[config.mk]
export PLATFORM = sky130hd
export DESIGN_NAME = dyn_term_ctrl
export DESIGN_NICKNAME = d
export VERILOG_FILES = /design/src/dyn_term_pkg.sv /design/src/dyn_term_ctrl.sv /design/src/term_delay_line.sv
export VERILOG_INCLUDE_DIRS = /design/src
export SDC_FILE = /design/constraint.sdc
export NUM_CORES = 1
export LEC_CHECK = 0
export BUFFER_PORTS_ARGS = -buffer_cell sky130_fd_sc_hd__buf_2
export CAP_MARGIN = 30
export CORE_MARGIN = 2
export CORE_UTILIZATION = 45
export CTS_CLUSTER_DIAMETER = 40
export CTS_CLUSTER_SIZE = 28
export DETAILED_ROUTE_END_ITERATION = 6
export HOLD_SLACK_MARGIN = 0.08
export PLACE_DENSITY = 0.65
export SETUP_SLACK_MARGIN = 0.05
export SLEW_MARGIN = 25
export SYNTH_ARGS = -nofsm -noshare
export SYNTH_HDL_FRONTEND = slang
export SYNTH_HIERARCHICAL = 1
export SYNTH_SLANG_ARGS = --single-unit
[constraint.sdc]
create_clock -name i_clk -period 13.26 [get_ports i_clk]
set_input_delay 2.652 -clock i_clk [delete_from_list [all_inputs] [get_ports i_clk]]
set_output_delay 2.652 -clock i_clk [all_outputs]
set_load 0.02 [all_outputs]
[src/dyn_term_params.svh]
// Constants for the dynamic termination block: offsets, fields, resets and counts.
`ifndef DYN_TERM_PARAMS_SVH
`define DYN_TERM_PARAMS_SVH

`define ADDR_W 8
`define DATA_W 32
`define OFS_MODE1 8'h00
`define OFS_MODE2 8'h04
`define OFS_LAT 8'h08
`define OFS_STATUS 8'h0C

`define MODE1_BIT_HI 9
`define MODE1_BIT_MID 6
`define MODE1_BIT_LO 2
`define MODE2_BIT_HI 10
`define MODE2_BIT_LO 9

`define LAT_CWL_LSB 0
`define LAT_AL_LSB 8
`define LAT_DLL_OFF_BIT 16

`define ST_ON_BIT 0
`define ST_VAL_LSB 1
`define ST_WIN_BIT 4
`define ST_UNK_BIT 5
`define ST_DYN_BIT 6
`define ST_ILL_BIT 8

`define CWL_RESET 5'h05
`define AL_RESET 5'h00
`define LAT_BIAS 6'h02
`define LAT_MAX 5'h1F
`define DLY_DEPTH 32

`define WR_HOLD_CHOP 3'h4
`define WR_HOLD_FULL 3'h6

`define NOM_FIRST_RESERVED 3'h6
`define WR_RESERVED 2'h3

`endif

[src/dyn_term_pkg.sv]
// Types shared by the dynamic termination block.
package dyn_term_pkg;

  // Termination strength, coded as the nominal mode field.
  typedef enum logic [2:0] {
    TERM_OFF = 3'h0,
    TERM_QUARTER = 3'h1,
    TERM_HALF = 3'h2,
    TERM_SIXTH = 3'h3,
    TERM_TWELFTH = 3'h4,
    TERM_EIGHTH = 3'h5
  } term_value_e;

  // Bits that travel through the latency delay line together.
  typedef struct packed {
    logic pin;
    logic chop;
    logic write;
  } term_events_s;

  // Latency and loop state set by software.
  typedef struct packed {
    logic [4:0] cwl;
    logic [4:0] al;
    logic dll_off;
  } lat_cfg_s;

endpackage

[src/dyn_term_ctrl.sv]
// Dynamic on-die termination control with its mode and latency registers.
//
// The register offsets and the address-and-strobe port were chosen for this implementation.
`timescale 1ns/10ps
`default_nettype none
`include "dyn_term_params.svh"

module dyn_term_ctrl (
  input wire logic i_clk,
  input wire logic i_reset_n,
  input wire logic i_termination_control_pin,
  input wire logic i_write_cmd,
  input wire logic i_write_chop,
  input wire logic [`ADDR_W-1:0] i_addr,
  input wire logic [`DATA_W-1:0] i_wr_data,
  input wire logic i_wr_strobe,
  input wire logic i_rd_strobe,
  output logic [`DATA_W-1:0] o_rd_data,
  output logic o_term_on,
  output logic [2:0] o_term_value,
  output logic o_term_unknown,
  output logic o_write_window,
  output logic o_illegal_cfg
);

  // Behaviour at a glance, in clocks of i_clk, with L the shared on and off latency:
  // - The pin sampled at edge k shows on o_term_on from edge k+L until a later
  //   sample says otherwise; a zero strength holds o_term_on low.
  // - A write sampled at edge k opens the write window at edge k+L when dynamic
  //   mode is on at that edge, and the window closes at edge k+L+4 for a chopped
  //   burst or k+L+6 for a full burst, bringing the nominal strength back.
  // - A write that lands inside an open window restarts the window from its own
  //   start and raises no unknown flag, since the strength stays the same.
  // - o_term_unknown marks the one clock in which the strength swaps from nominal
  //   to write; the real swap skew is shorter than a clock, so a whole clock is a
  //   safe superset for anything that samples it.
  // - Mode loads act at their strobe edge and reach the pads one clock later.
  // - A latency change acts at once on events already in the delay line, which
  //   can cut or stretch them; software should change it only while the link idles.
  // - Reserved codes are refused whole: the field keeps its old value and the
  //   sticky illegal flag rises at the strobe edge of the load.
  // - The minimum high times of the pin and the quiet pin around reads are the
  //   controller's duty and are not policed here.
  // - Register reads answer one clock after the strobe and are zero at other times,
  //   so a bus that ORs several slaves together needs no extra gating.
  // - Nothing here raises an interrupt; software polls the status word.

  // Turns the latency settings into the on and off latency, kept at least one.
  // The clamp keeps the delay line tap within its entries for any software setting.
  function automatic logic [4:0] term_latency(input dyn_term_pkg::lat_cfg_s cfg);
    logic [5:0] sum;
    sum = {1'b0, cfg.cwl} + {1'b0, cfg.al};
    if (sum <= `LAT_BIAS) begin
      term_latency = 5'h01;
    end else if ((sum - `LAT_BIAS) > {1'b0, `LAT_MAX}) begin
      term_latency = `LAT_MAX;
    end else begin
      term_latency = 5'(sum - `LAT_BIAS);
    end
  endfunction

  // Maps the write field onto the common strength coding.
  function automatic dyn_term_pkg::term_value_e write_value(input logic [1:0] code);
    case (code)
      2'h1: write_value = dyn_term_pkg::TERM_QUARTER;
      2'h2: write_value = dyn_term_pkg::TERM_HALF;
      default: write_value = dyn_term_pkg::TERM_OFF;
    endcase
  endfunction

  // True while the write window counter still runs; one test for every reader.
  function automatic logic window_active(input logic [2:0] cnt);
    window_active = (cnt != 3'h0);
  endfunction

  // Mode and latency state written by the controller.
  logic [2:0] nom_code_reg;
  logic [2:0] nom_code_next;
  logic [1:0] wr_code_reg;
  logic [1:0] wr_code_next;
  dyn_term_pkg::lat_cfg_s lat_reg;
  dyn_term_pkg::lat_cfg_s lat_next;
  logic illegal_reg;
  logic illegal_next;
  logic [`DATA_W-1:0] rd_data_reg;
  logic [`DATA_W-1:0] rd_data_next;

  // Termination state seen at the pads.
  // All of it is registered, so every pad-facing output leaves a flip-flop.
  logic [2:0] hold_cnt_reg;
  logic [2:0] hold_cnt_next;
  logic term_pin_reg;
  logic term_pin_next;
  logic [2:0] value_reg;
  logic [2:0] value_next;
  logic term_on_reg;
  logic term_on_next;
  logic unknown_reg;
  logic unknown_next;
  // Registered copy of the window test, so the window output leaves a flip-flop.
  logic window_reg;
  logic window_next;

  // Derived controls.
  // These are plain wires, recomputed every clock from registered state and the write and pin inputs.
  logic [4:0] latency;
  logic dyn_enabled;
  logic dyn_write_due;
  logic [2:0] mode1_code;
  logic [1:0] mode2_code;
  dyn_term_pkg::term_events_s events_in;
  dyn_term_pkg::term_events_s events_due;

  assign latency = term_latency(lat_reg);

  // Dynamic mode needs a write code and a running loop.
  assign dyn_enabled = (wr_code_reg != 2'h0) && !lat_reg.dll_off;

  // Field images of the incoming mode load.
  // Nominal field gathered from scattered bits.
  assign mode1_code = {i_wr_data[`MODE1_BIT_HI], i_wr_data[`MODE1_BIT_MID],
                       i_wr_data[`MODE1_BIT_LO]};
  // Write field from two adjacent bits.
  assign mode2_code = {i_wr_data[`MODE2_BIT_HI], i_wr_data[`MODE2_BIT_LO]};

  // Every write variant enters the same delay path.
  // Auto-precharge and fixed or on-the-fly burst forms all arrive as one write pulse.
  assign events_in = '{pin: i_termination_control_pin,
                       chop: i_write_cmd & i_write_chop,
                       write: i_write_cmd};

  // The pin and the writes share one delay line so their timing cannot drift apart.
  // The line is cleared by reset, so no stale event fires after a restart.
  term_delay_line delay_line (
    .i_clk(i_clk),
    .i_reset_n(i_reset_n),
    .i_events(events_in),
    .i_latency(latency),
    .o_events(events_due)
  );

  // A write only changes the strength while dynamic mode is on at the switch point.
  assign dyn_write_due = events_due.write && dyn_enabled;

  // Register file: mode loads, latency setting and the sticky illegal flag.
  // Map: 0x00 holds the nominal field at its mode-register bit places, 0x04 the write
  // field likewise, 0x08 the column and additive latencies and the loop-off bit, and
  // 0x0C the status word. Keeping the mode bits at their native places lets software
  // copy its mode-register images straight in without repacking them.
  // Unused bits read back as zero and writes to them are dropped.
  always_comb begin
    nom_code_next = nom_code_reg;
    wr_code_next = wr_code_reg;
    lat_next = lat_reg;
    illegal_next = illegal_reg;
    if (i_wr_strobe) begin
      case (i_addr)
        `OFS_MODE1: begin
          if (mode1_code >= `NOM_FIRST_RESERVED) begin
            illegal_next = 1'b1;
          end else begin
            nom_code_next = mode1_code;
          end
        end
        `OFS_MODE2: begin
          if (mode2_code == `WR_RESERVED) begin
            illegal_next = 1'b1;
          end else begin
            wr_code_next = mode2_code;
          end
        end
        `OFS_LAT: begin
          lat_next.cwl = i_wr_data[`LAT_CWL_LSB +: 5];
          lat_next.al = i_wr_data[`LAT_AL_LSB +: 5];
          lat_next.dll_off = i_wr_data[`LAT_DLL_OFF_BIT];
        end
        `OFS_STATUS: begin
          // Writing one clears the flag; a fresh illegal load cannot hit this address.
          if (i_wr_data[`ST_ILL_BIT]) begin
            illegal_next = 1'b0;
          end
        end
        default: begin
          // Unmapped writes are ignored.
        end
      endcase
    end
  end

  // Read data appears in the cycle after the strobe and is zero otherwise.
  // Reads have no side effects, so a status poll never clears the illegal flag.
  always_comb begin
    rd_data_next = '0;
    if (i_rd_strobe) begin
      case (i_addr)
        `OFS_MODE1: begin
          rd_data_next[`MODE1_BIT_HI] = nom_code_reg[2];
          rd_data_next[`MODE1_BIT_MID] = nom_code_reg[1];
          rd_data_next[`MODE1_BIT_LO] = nom_code_reg[0];
        end
        `OFS_MODE2: begin
          rd_data_next[`MODE2_BIT_HI] = wr_code_reg[1];
          rd_data_next[`MODE2_BIT_LO] = wr_code_reg[0];
        end
        `OFS_LAT: begin
          rd_data_next[`LAT_CWL_LSB +: 5] = lat_reg.cwl;
          rd_data_next[`LAT_AL_LSB +: 5] = lat_reg.al;
          rd_data_next[`LAT_DLL_OFF_BIT] = lat_reg.dll_off;
        end
        `OFS_STATUS: begin
          rd_data_next[`ST_ON_BIT] = term_on_reg;
          rd_data_next[`ST_VAL_LSB +: 3] = value_reg;
          rd_data_next[`ST_WIN_BIT] = window_reg;
          rd_data_next[`ST_UNK_BIT] = unknown_reg;
          rd_data_next[`ST_DYN_BIT] = dyn_enabled;
          rd_data_next[`ST_ILL_BIT] = illegal_reg;
        end
        default: begin
          rd_data_next = '0;
        end
      endcase
    end
  end

  // Termination sequencing: write window counter, strength and on state.
  // The counter loads its full length at the switch edge and counts down to zero;
  // the strength is picked from the counter's next value so that the window, the
  // strength and the unknown flag all change at the same edge.
  // A restart inside a window reloads the counter and leaves the strength alone.
  always_comb begin
    hold_cnt_next = hold_cnt_reg;
    if (dyn_write_due) begin
      // A write that lands inside a running window restarts it from its own start.
      if (events_due.chop) begin
        hold_cnt_next = `WR_HOLD_CHOP;
      end else begin
        hold_cnt_next = `WR_HOLD_FULL;
      end
    end else if (window_active(hold_cnt_reg)) begin
      hold_cnt_next = hold_cnt_reg - 3'h1;
    end
    // Delayed pin drives on and off.
    term_pin_next = events_due.pin;
    // The window output follows the counter with no extra delay.
    window_next = window_active(hold_cnt_next);
    if (window_next) begin
      value_next = write_value(wr_code_reg);
    end else begin
      value_next = nom_code_reg;
    end
    // Pin gates even the write strength.
    // Nominal off leaves only write bursts.
    term_on_next = term_pin_next && (value_next != 3'h0);
    // Strength unknown as the switch lands.
    unknown_next = dyn_write_due && !window_active(hold_cnt_reg);
  end

  // Register all state; modes come up off with the default latency.
  // Reset clears the window, so no stale write strength survives a reset.
  always_ff @(posedge i_clk or negedge i_reset_n) begin
    if (!i_reset_n) begin
      nom_code_reg <= 3'h0;
      wr_code_reg <= 2'h0;
      lat_reg <= '{cwl: `CWL_RESET, al: `AL_RESET, dll_off: 1'b0};
      illegal_reg <= 1'b0;
      rd_data_reg <= '0;
      hold_cnt_reg <= 3'h0;
      term_pin_reg <= 1'b0;
      value_reg <= 3'h0;
      term_on_reg <= 1'b0;
      unknown_reg <= 1'b0;
      window_reg <= 1'b0;
    end else begin
      nom_code_reg <= nom_code_next;
      wr_code_reg <= wr_code_next;
      lat_reg <= lat_next;
      illegal_reg <= illegal_next;
      rd_data_reg <= rd_data_next;
      hold_cnt_reg <= hold_cnt_next;
      term_pin_reg <= term_pin_next;
      value_reg <= value_next;
      term_on_reg <= term_on_next;
      unknown_reg <= unknown_next;
      window_reg <= window_next;
    end
  end

  // Outputs come straight from flip-flops.
  assign o_rd_data = rd_data_reg;
  assign o_term_on = term_on_reg;
  assign o_term_value = value_reg;
  assign o_term_unknown = unknown_reg;
  assign o_write_window = window_reg;
  assign o_illegal_cfg = illegal_reg;

endmodule
`default_nettype wire

[src/term_delay_line.sv]
// Delay line that holds event bits for a programmable number of clocks.
`timescale 1ns/10ps
`default_nettype none
`include "dyn_term_params.svh"

module term_delay_line (
  input wire logic i_clk,
  input wire logic i_reset_n,
  input wire dyn_term_pkg::term_events_s i_events,
  input wire logic [4:0] i_latency,
  output dyn_term_pkg::term_events_s o_events
);

  // Each entry holds the events sampled that many clocks before the newest.
  dyn_term_pkg::term_events_s hist_reg [0:`DLY_DEPTH-1];
  dyn_term_pkg::term_events_s hist_next [0:`DLY_DEPTH-1];

  // Shift the history by one place and put the new sample at the front.
  always_comb begin
    hist_next[0] = i_events;
    for (int i = 1; i < `DLY_DEPTH; i++) begin
      hist_next[i] = hist_reg[i-1];
    end
  end

  // Register the history; reset clears every event so nothing fires early.
  always_ff @(posedge i_clk or negedge i_reset_n) begin
    if (!i_reset_n) begin
      for (int i = 0; i < `DLY_DEPTH; i++) begin
        hist_reg[i] <= '0;
      end
    end else begin
      for (int i = 0; i < `DLY_DEPTH; i++) begin
        hist_reg[i] <= hist_next[i];
      end
    end
  end

  // The caller registers this tap, so tap L-1 lands exactly L clocks late.
  always_comb begin
    o_events = hist_reg[i_latency - 5'h01];
  end

endmodule
`default_nettype wire

==> run metrics <==
synth-to-layout area growth 16.1%; most used cell, CP ha_1; multiplexer share of the synthesized area between 10% and 20%; fill count around 980; final wirelength a little over 10 mm; Synth Cell Area 5670 sq um; # placed instances slightly below 600; DIE AREA 13,500 sq um; non-filler cells, final roughly 630; initial antenna violation count 0; Data arrival, critical path ~7 ns; max-slew violations 0; # resized after CTS 0; Die Width about 120 microns; Die Y about 120 microns; commonest non-fill, non-tap cells in the layout dfrtp_1 (133), buf_2 (45), nor2_1 (26); Synth cell types 63; crit-path max FO 28; Worst-Skew Late Latency slightly above 0.4 ns; Async S/R FF share, synth 100%; Synth Area in Simple Gates between 8 and 9%; Yosys Warn Count 6; Final min period between 6 and 7 ns; Slew Limit Headroom between 30% and 40%; largest net degree at the start of global routing 72; routed vias/inst 5.15; Worst Hold Depth 0; worst reg2reg setup slack approximately 6.7 ns; IO buf count 46; # Post-CTS Setup Buffers 0; largest family of logic cells by synthesized area multiplexers; number of flops mapped to enable cells by yosys 0; number of diodes 0; crit path from lat_reg[6]; DR pass1 iterations 4; Mapped Avg Cell Area ~15 sq um; hold buffer count at CTS 0; max FFs per register between 90 and 100; status finished, final reports clean; clk buf depth 2; DR vias 3,224; worst-path cell chain ha_1 > inv_1 > fa_1 > xor2_1 > ha_1 > nor3b_1 > nand4b_1 > o22ai_1 > a211oi_2 > o211ai_1 > buf_4 > inv_1 > ha_1 > buf_4 > mux4_2 > mux2_4 > a21oi_1 > a2111oi_1 > nor3b_1 > nor3_1 > o311a_1; first-pass GRT wire length 16.9 mm; Routed Antenna Nets 0; H-tree levels 4; clk sinks ~140; final core utilization between 50% and 60%; crit end category flop; Final setup viols 0; DP HPWL between 6 and 7 mm; Max IR drop VDD roughly 0.11 mV; Final nets about 500; Synth Area in Compound Gates just over 6%; unrepaired setup endpoints after global routing false; worst reg-to-reg path cell count 21; Post-Synthesis Cells around 390; PD cells approximately 170 nW/um^2; Primary FF master, synth dfrtp_1; total gr overflow 0; Worst R2R Start lat_reg[6]; Fmax achieved between 150 and 200 MHz; share of cells above drive strength 1 between 20 and 30%; fin crit share between 40% and 50%; CTS tree yes; DRT iter0 DRCs 162; #FFs+latches synth between 100 and 150; RePlAce Congestion ~0.85; Post-Synth XOR/XNOR Area under 10%; Num CTS Buffers 17; Initial Utilization 46.6%; slowest cell on the critical path ha_1; reg2reg end o_term_on; Root Driver clkbuf_16; Worst Path Required ~14 ns; vias in the first global route 3,345; register area share after synthesis 59.6%; clk_skew roughly 0.007 ns; Total GRT Usage 16.6%; register clock-pin slew on the reported worst setup and hold paths about 0.060 ns; LEAKAGE between 3 and 4 nW; TNS Setup 0 ns; DRC errors left 0; max-cap check violation count 0; Hold Vio Cnt, Final 0; CP max stage delay 0.75 ns; Setup crit start kind flop; core area approximately 12,000 sq um; commonest non-fill, non-tap cell in the layout dfrtp_1; # rows 40; worst-margin pin slew between 0.9 and 1 ns; min-delay worst type reg2reg; Ports 86; Adder-Cell Fraction of Synth Area 2.56%; WL/cell approximately 16 microns; critical path class reg2reg; Worst Setup EP o_term_on
## routing by layer
layer	share of wire (%)	vias to the layer above	global-route usage, %
li1	-	1491	-
met1	47	1672	23.3
met2	48	51	24.5
met3	3.2	10	5.03
met4	1.4	0	6.75
met5	0	-	0
## kinds of logic (layout without fill, tap and decap cells)
kind of cell / count (synthesis) / in the layout
simple gates: 83 / 83
compound gates: 50 / 50
flops: 135 / 135
mux: 58 / 58
buf+inv: 45 / 96
other cells: 1 / 19
fa+ha+maj: 11 / 11
xor+xnor: 6 / 6
## cell type report
| cell class | count | area [sq um] | area share [%] |
|---|---|---|---|
| Sequential cell | 135 | 3380 | 51.4 |
| Multi-Input combinational cell | 227 | 2070 | 31.5 |
| Clock buffer | 22 | 464 | 7.06 |
| Timing Repair Buffer | 50 | 283 | 4.30 |
| Tap cell | 168 | 210 | 3.20 |
| Clock inverter | 10 | 119 | 1.81 |
| Inverter | 14 | 52.6 | 0.799 |
## cell usage after synthesis, drive strengths merged, types with 3 or more instances
library cell  instances  area (sq um)
a31oi                 4          25.0
a2111oi               3          35.0
ha                   10           125
nor2                 26          97.6
mux2i                11           110
nor3                  4          20.0
mux2                 23           267
and3                  4          25.0
and3b                 3          28.8
nor3b                 4          30.0
buf                  27           216
a21oi                20           100
nor2b                 8          57.6
o211ai                3          22.5
dfrtp               133          3330
nand2                11          43.8
mux4                 24           593
and2b                 3          30.0
nand3                 5          30.0
xor2                  3          33.8
and2                  4          25.0
clkbuf                4          16.3
a221oi                3          26.3
inv                  14          52.6
xnor2                 3          26.3
o21ai                 4          20.0
## worst max-delay path: cells and delay by family (launching register included)
kind / cells / cell delay (ns)
compound gates: 6 / 1.37
buf+inv: 4 / 0.90
xor+xnor: 1 / 0.26
simple gates: 4 / 1.38
flops: 1 / 0.54
mux: 2 / 0.35
fa+ha+maj: 4 / 1.67
## worst min path at each step
stage,to,from,slack (ns)
after floorplan,delay_line/hist_next[11],delay_line/hist_next[14],0.35
after global placement,delay_line/hist_next[3],delay_line/hist_next[6],0.35
after detailed placement,delay_line/hist_next[58],delay_line/hist_next[61],0.35
after CTS,delay_line/hist_next[58],delay_line/hist_next[61],0.36
after global routing,delay_line/hist_next[45],delay_line/hist_next[48],0.37
final,delay_line/hist_next[58],delay_line/hist_next[61],0.36
## through the flow
stage / setup WS, ns / hold WS (ns) / power, mW / instance area [sq um]
global route: 6.18 / 0.372 / 1.20 / 6580
global placement: 6.68 / 0.350 / 0.684 / 5970
detailed placement: 6.61 / 0.350 / 0.691 / 5970
finish: 6.67 / 0.359 / 1.14 / 6580
CTS: 6.59 / 0.362 / 1.15 / 6550
floorplan: 8.05 / 0.346 / 0.637 / 5740
## where the power goes
| group | leakage (nW) | internal, mW | switching [mW] |
|---|---|---|---|
| Combinational | 1.17 | 0.107 | 0.124 |
| Sequential | 1.68 | 0.437 | 0.0140 |
| Clock | 0.277 | 0.287 | 0.171 |
| Total | 3.13 | 0.831 | 0.309 |
No activity file was read; power rests on OpenSTA's default activity.
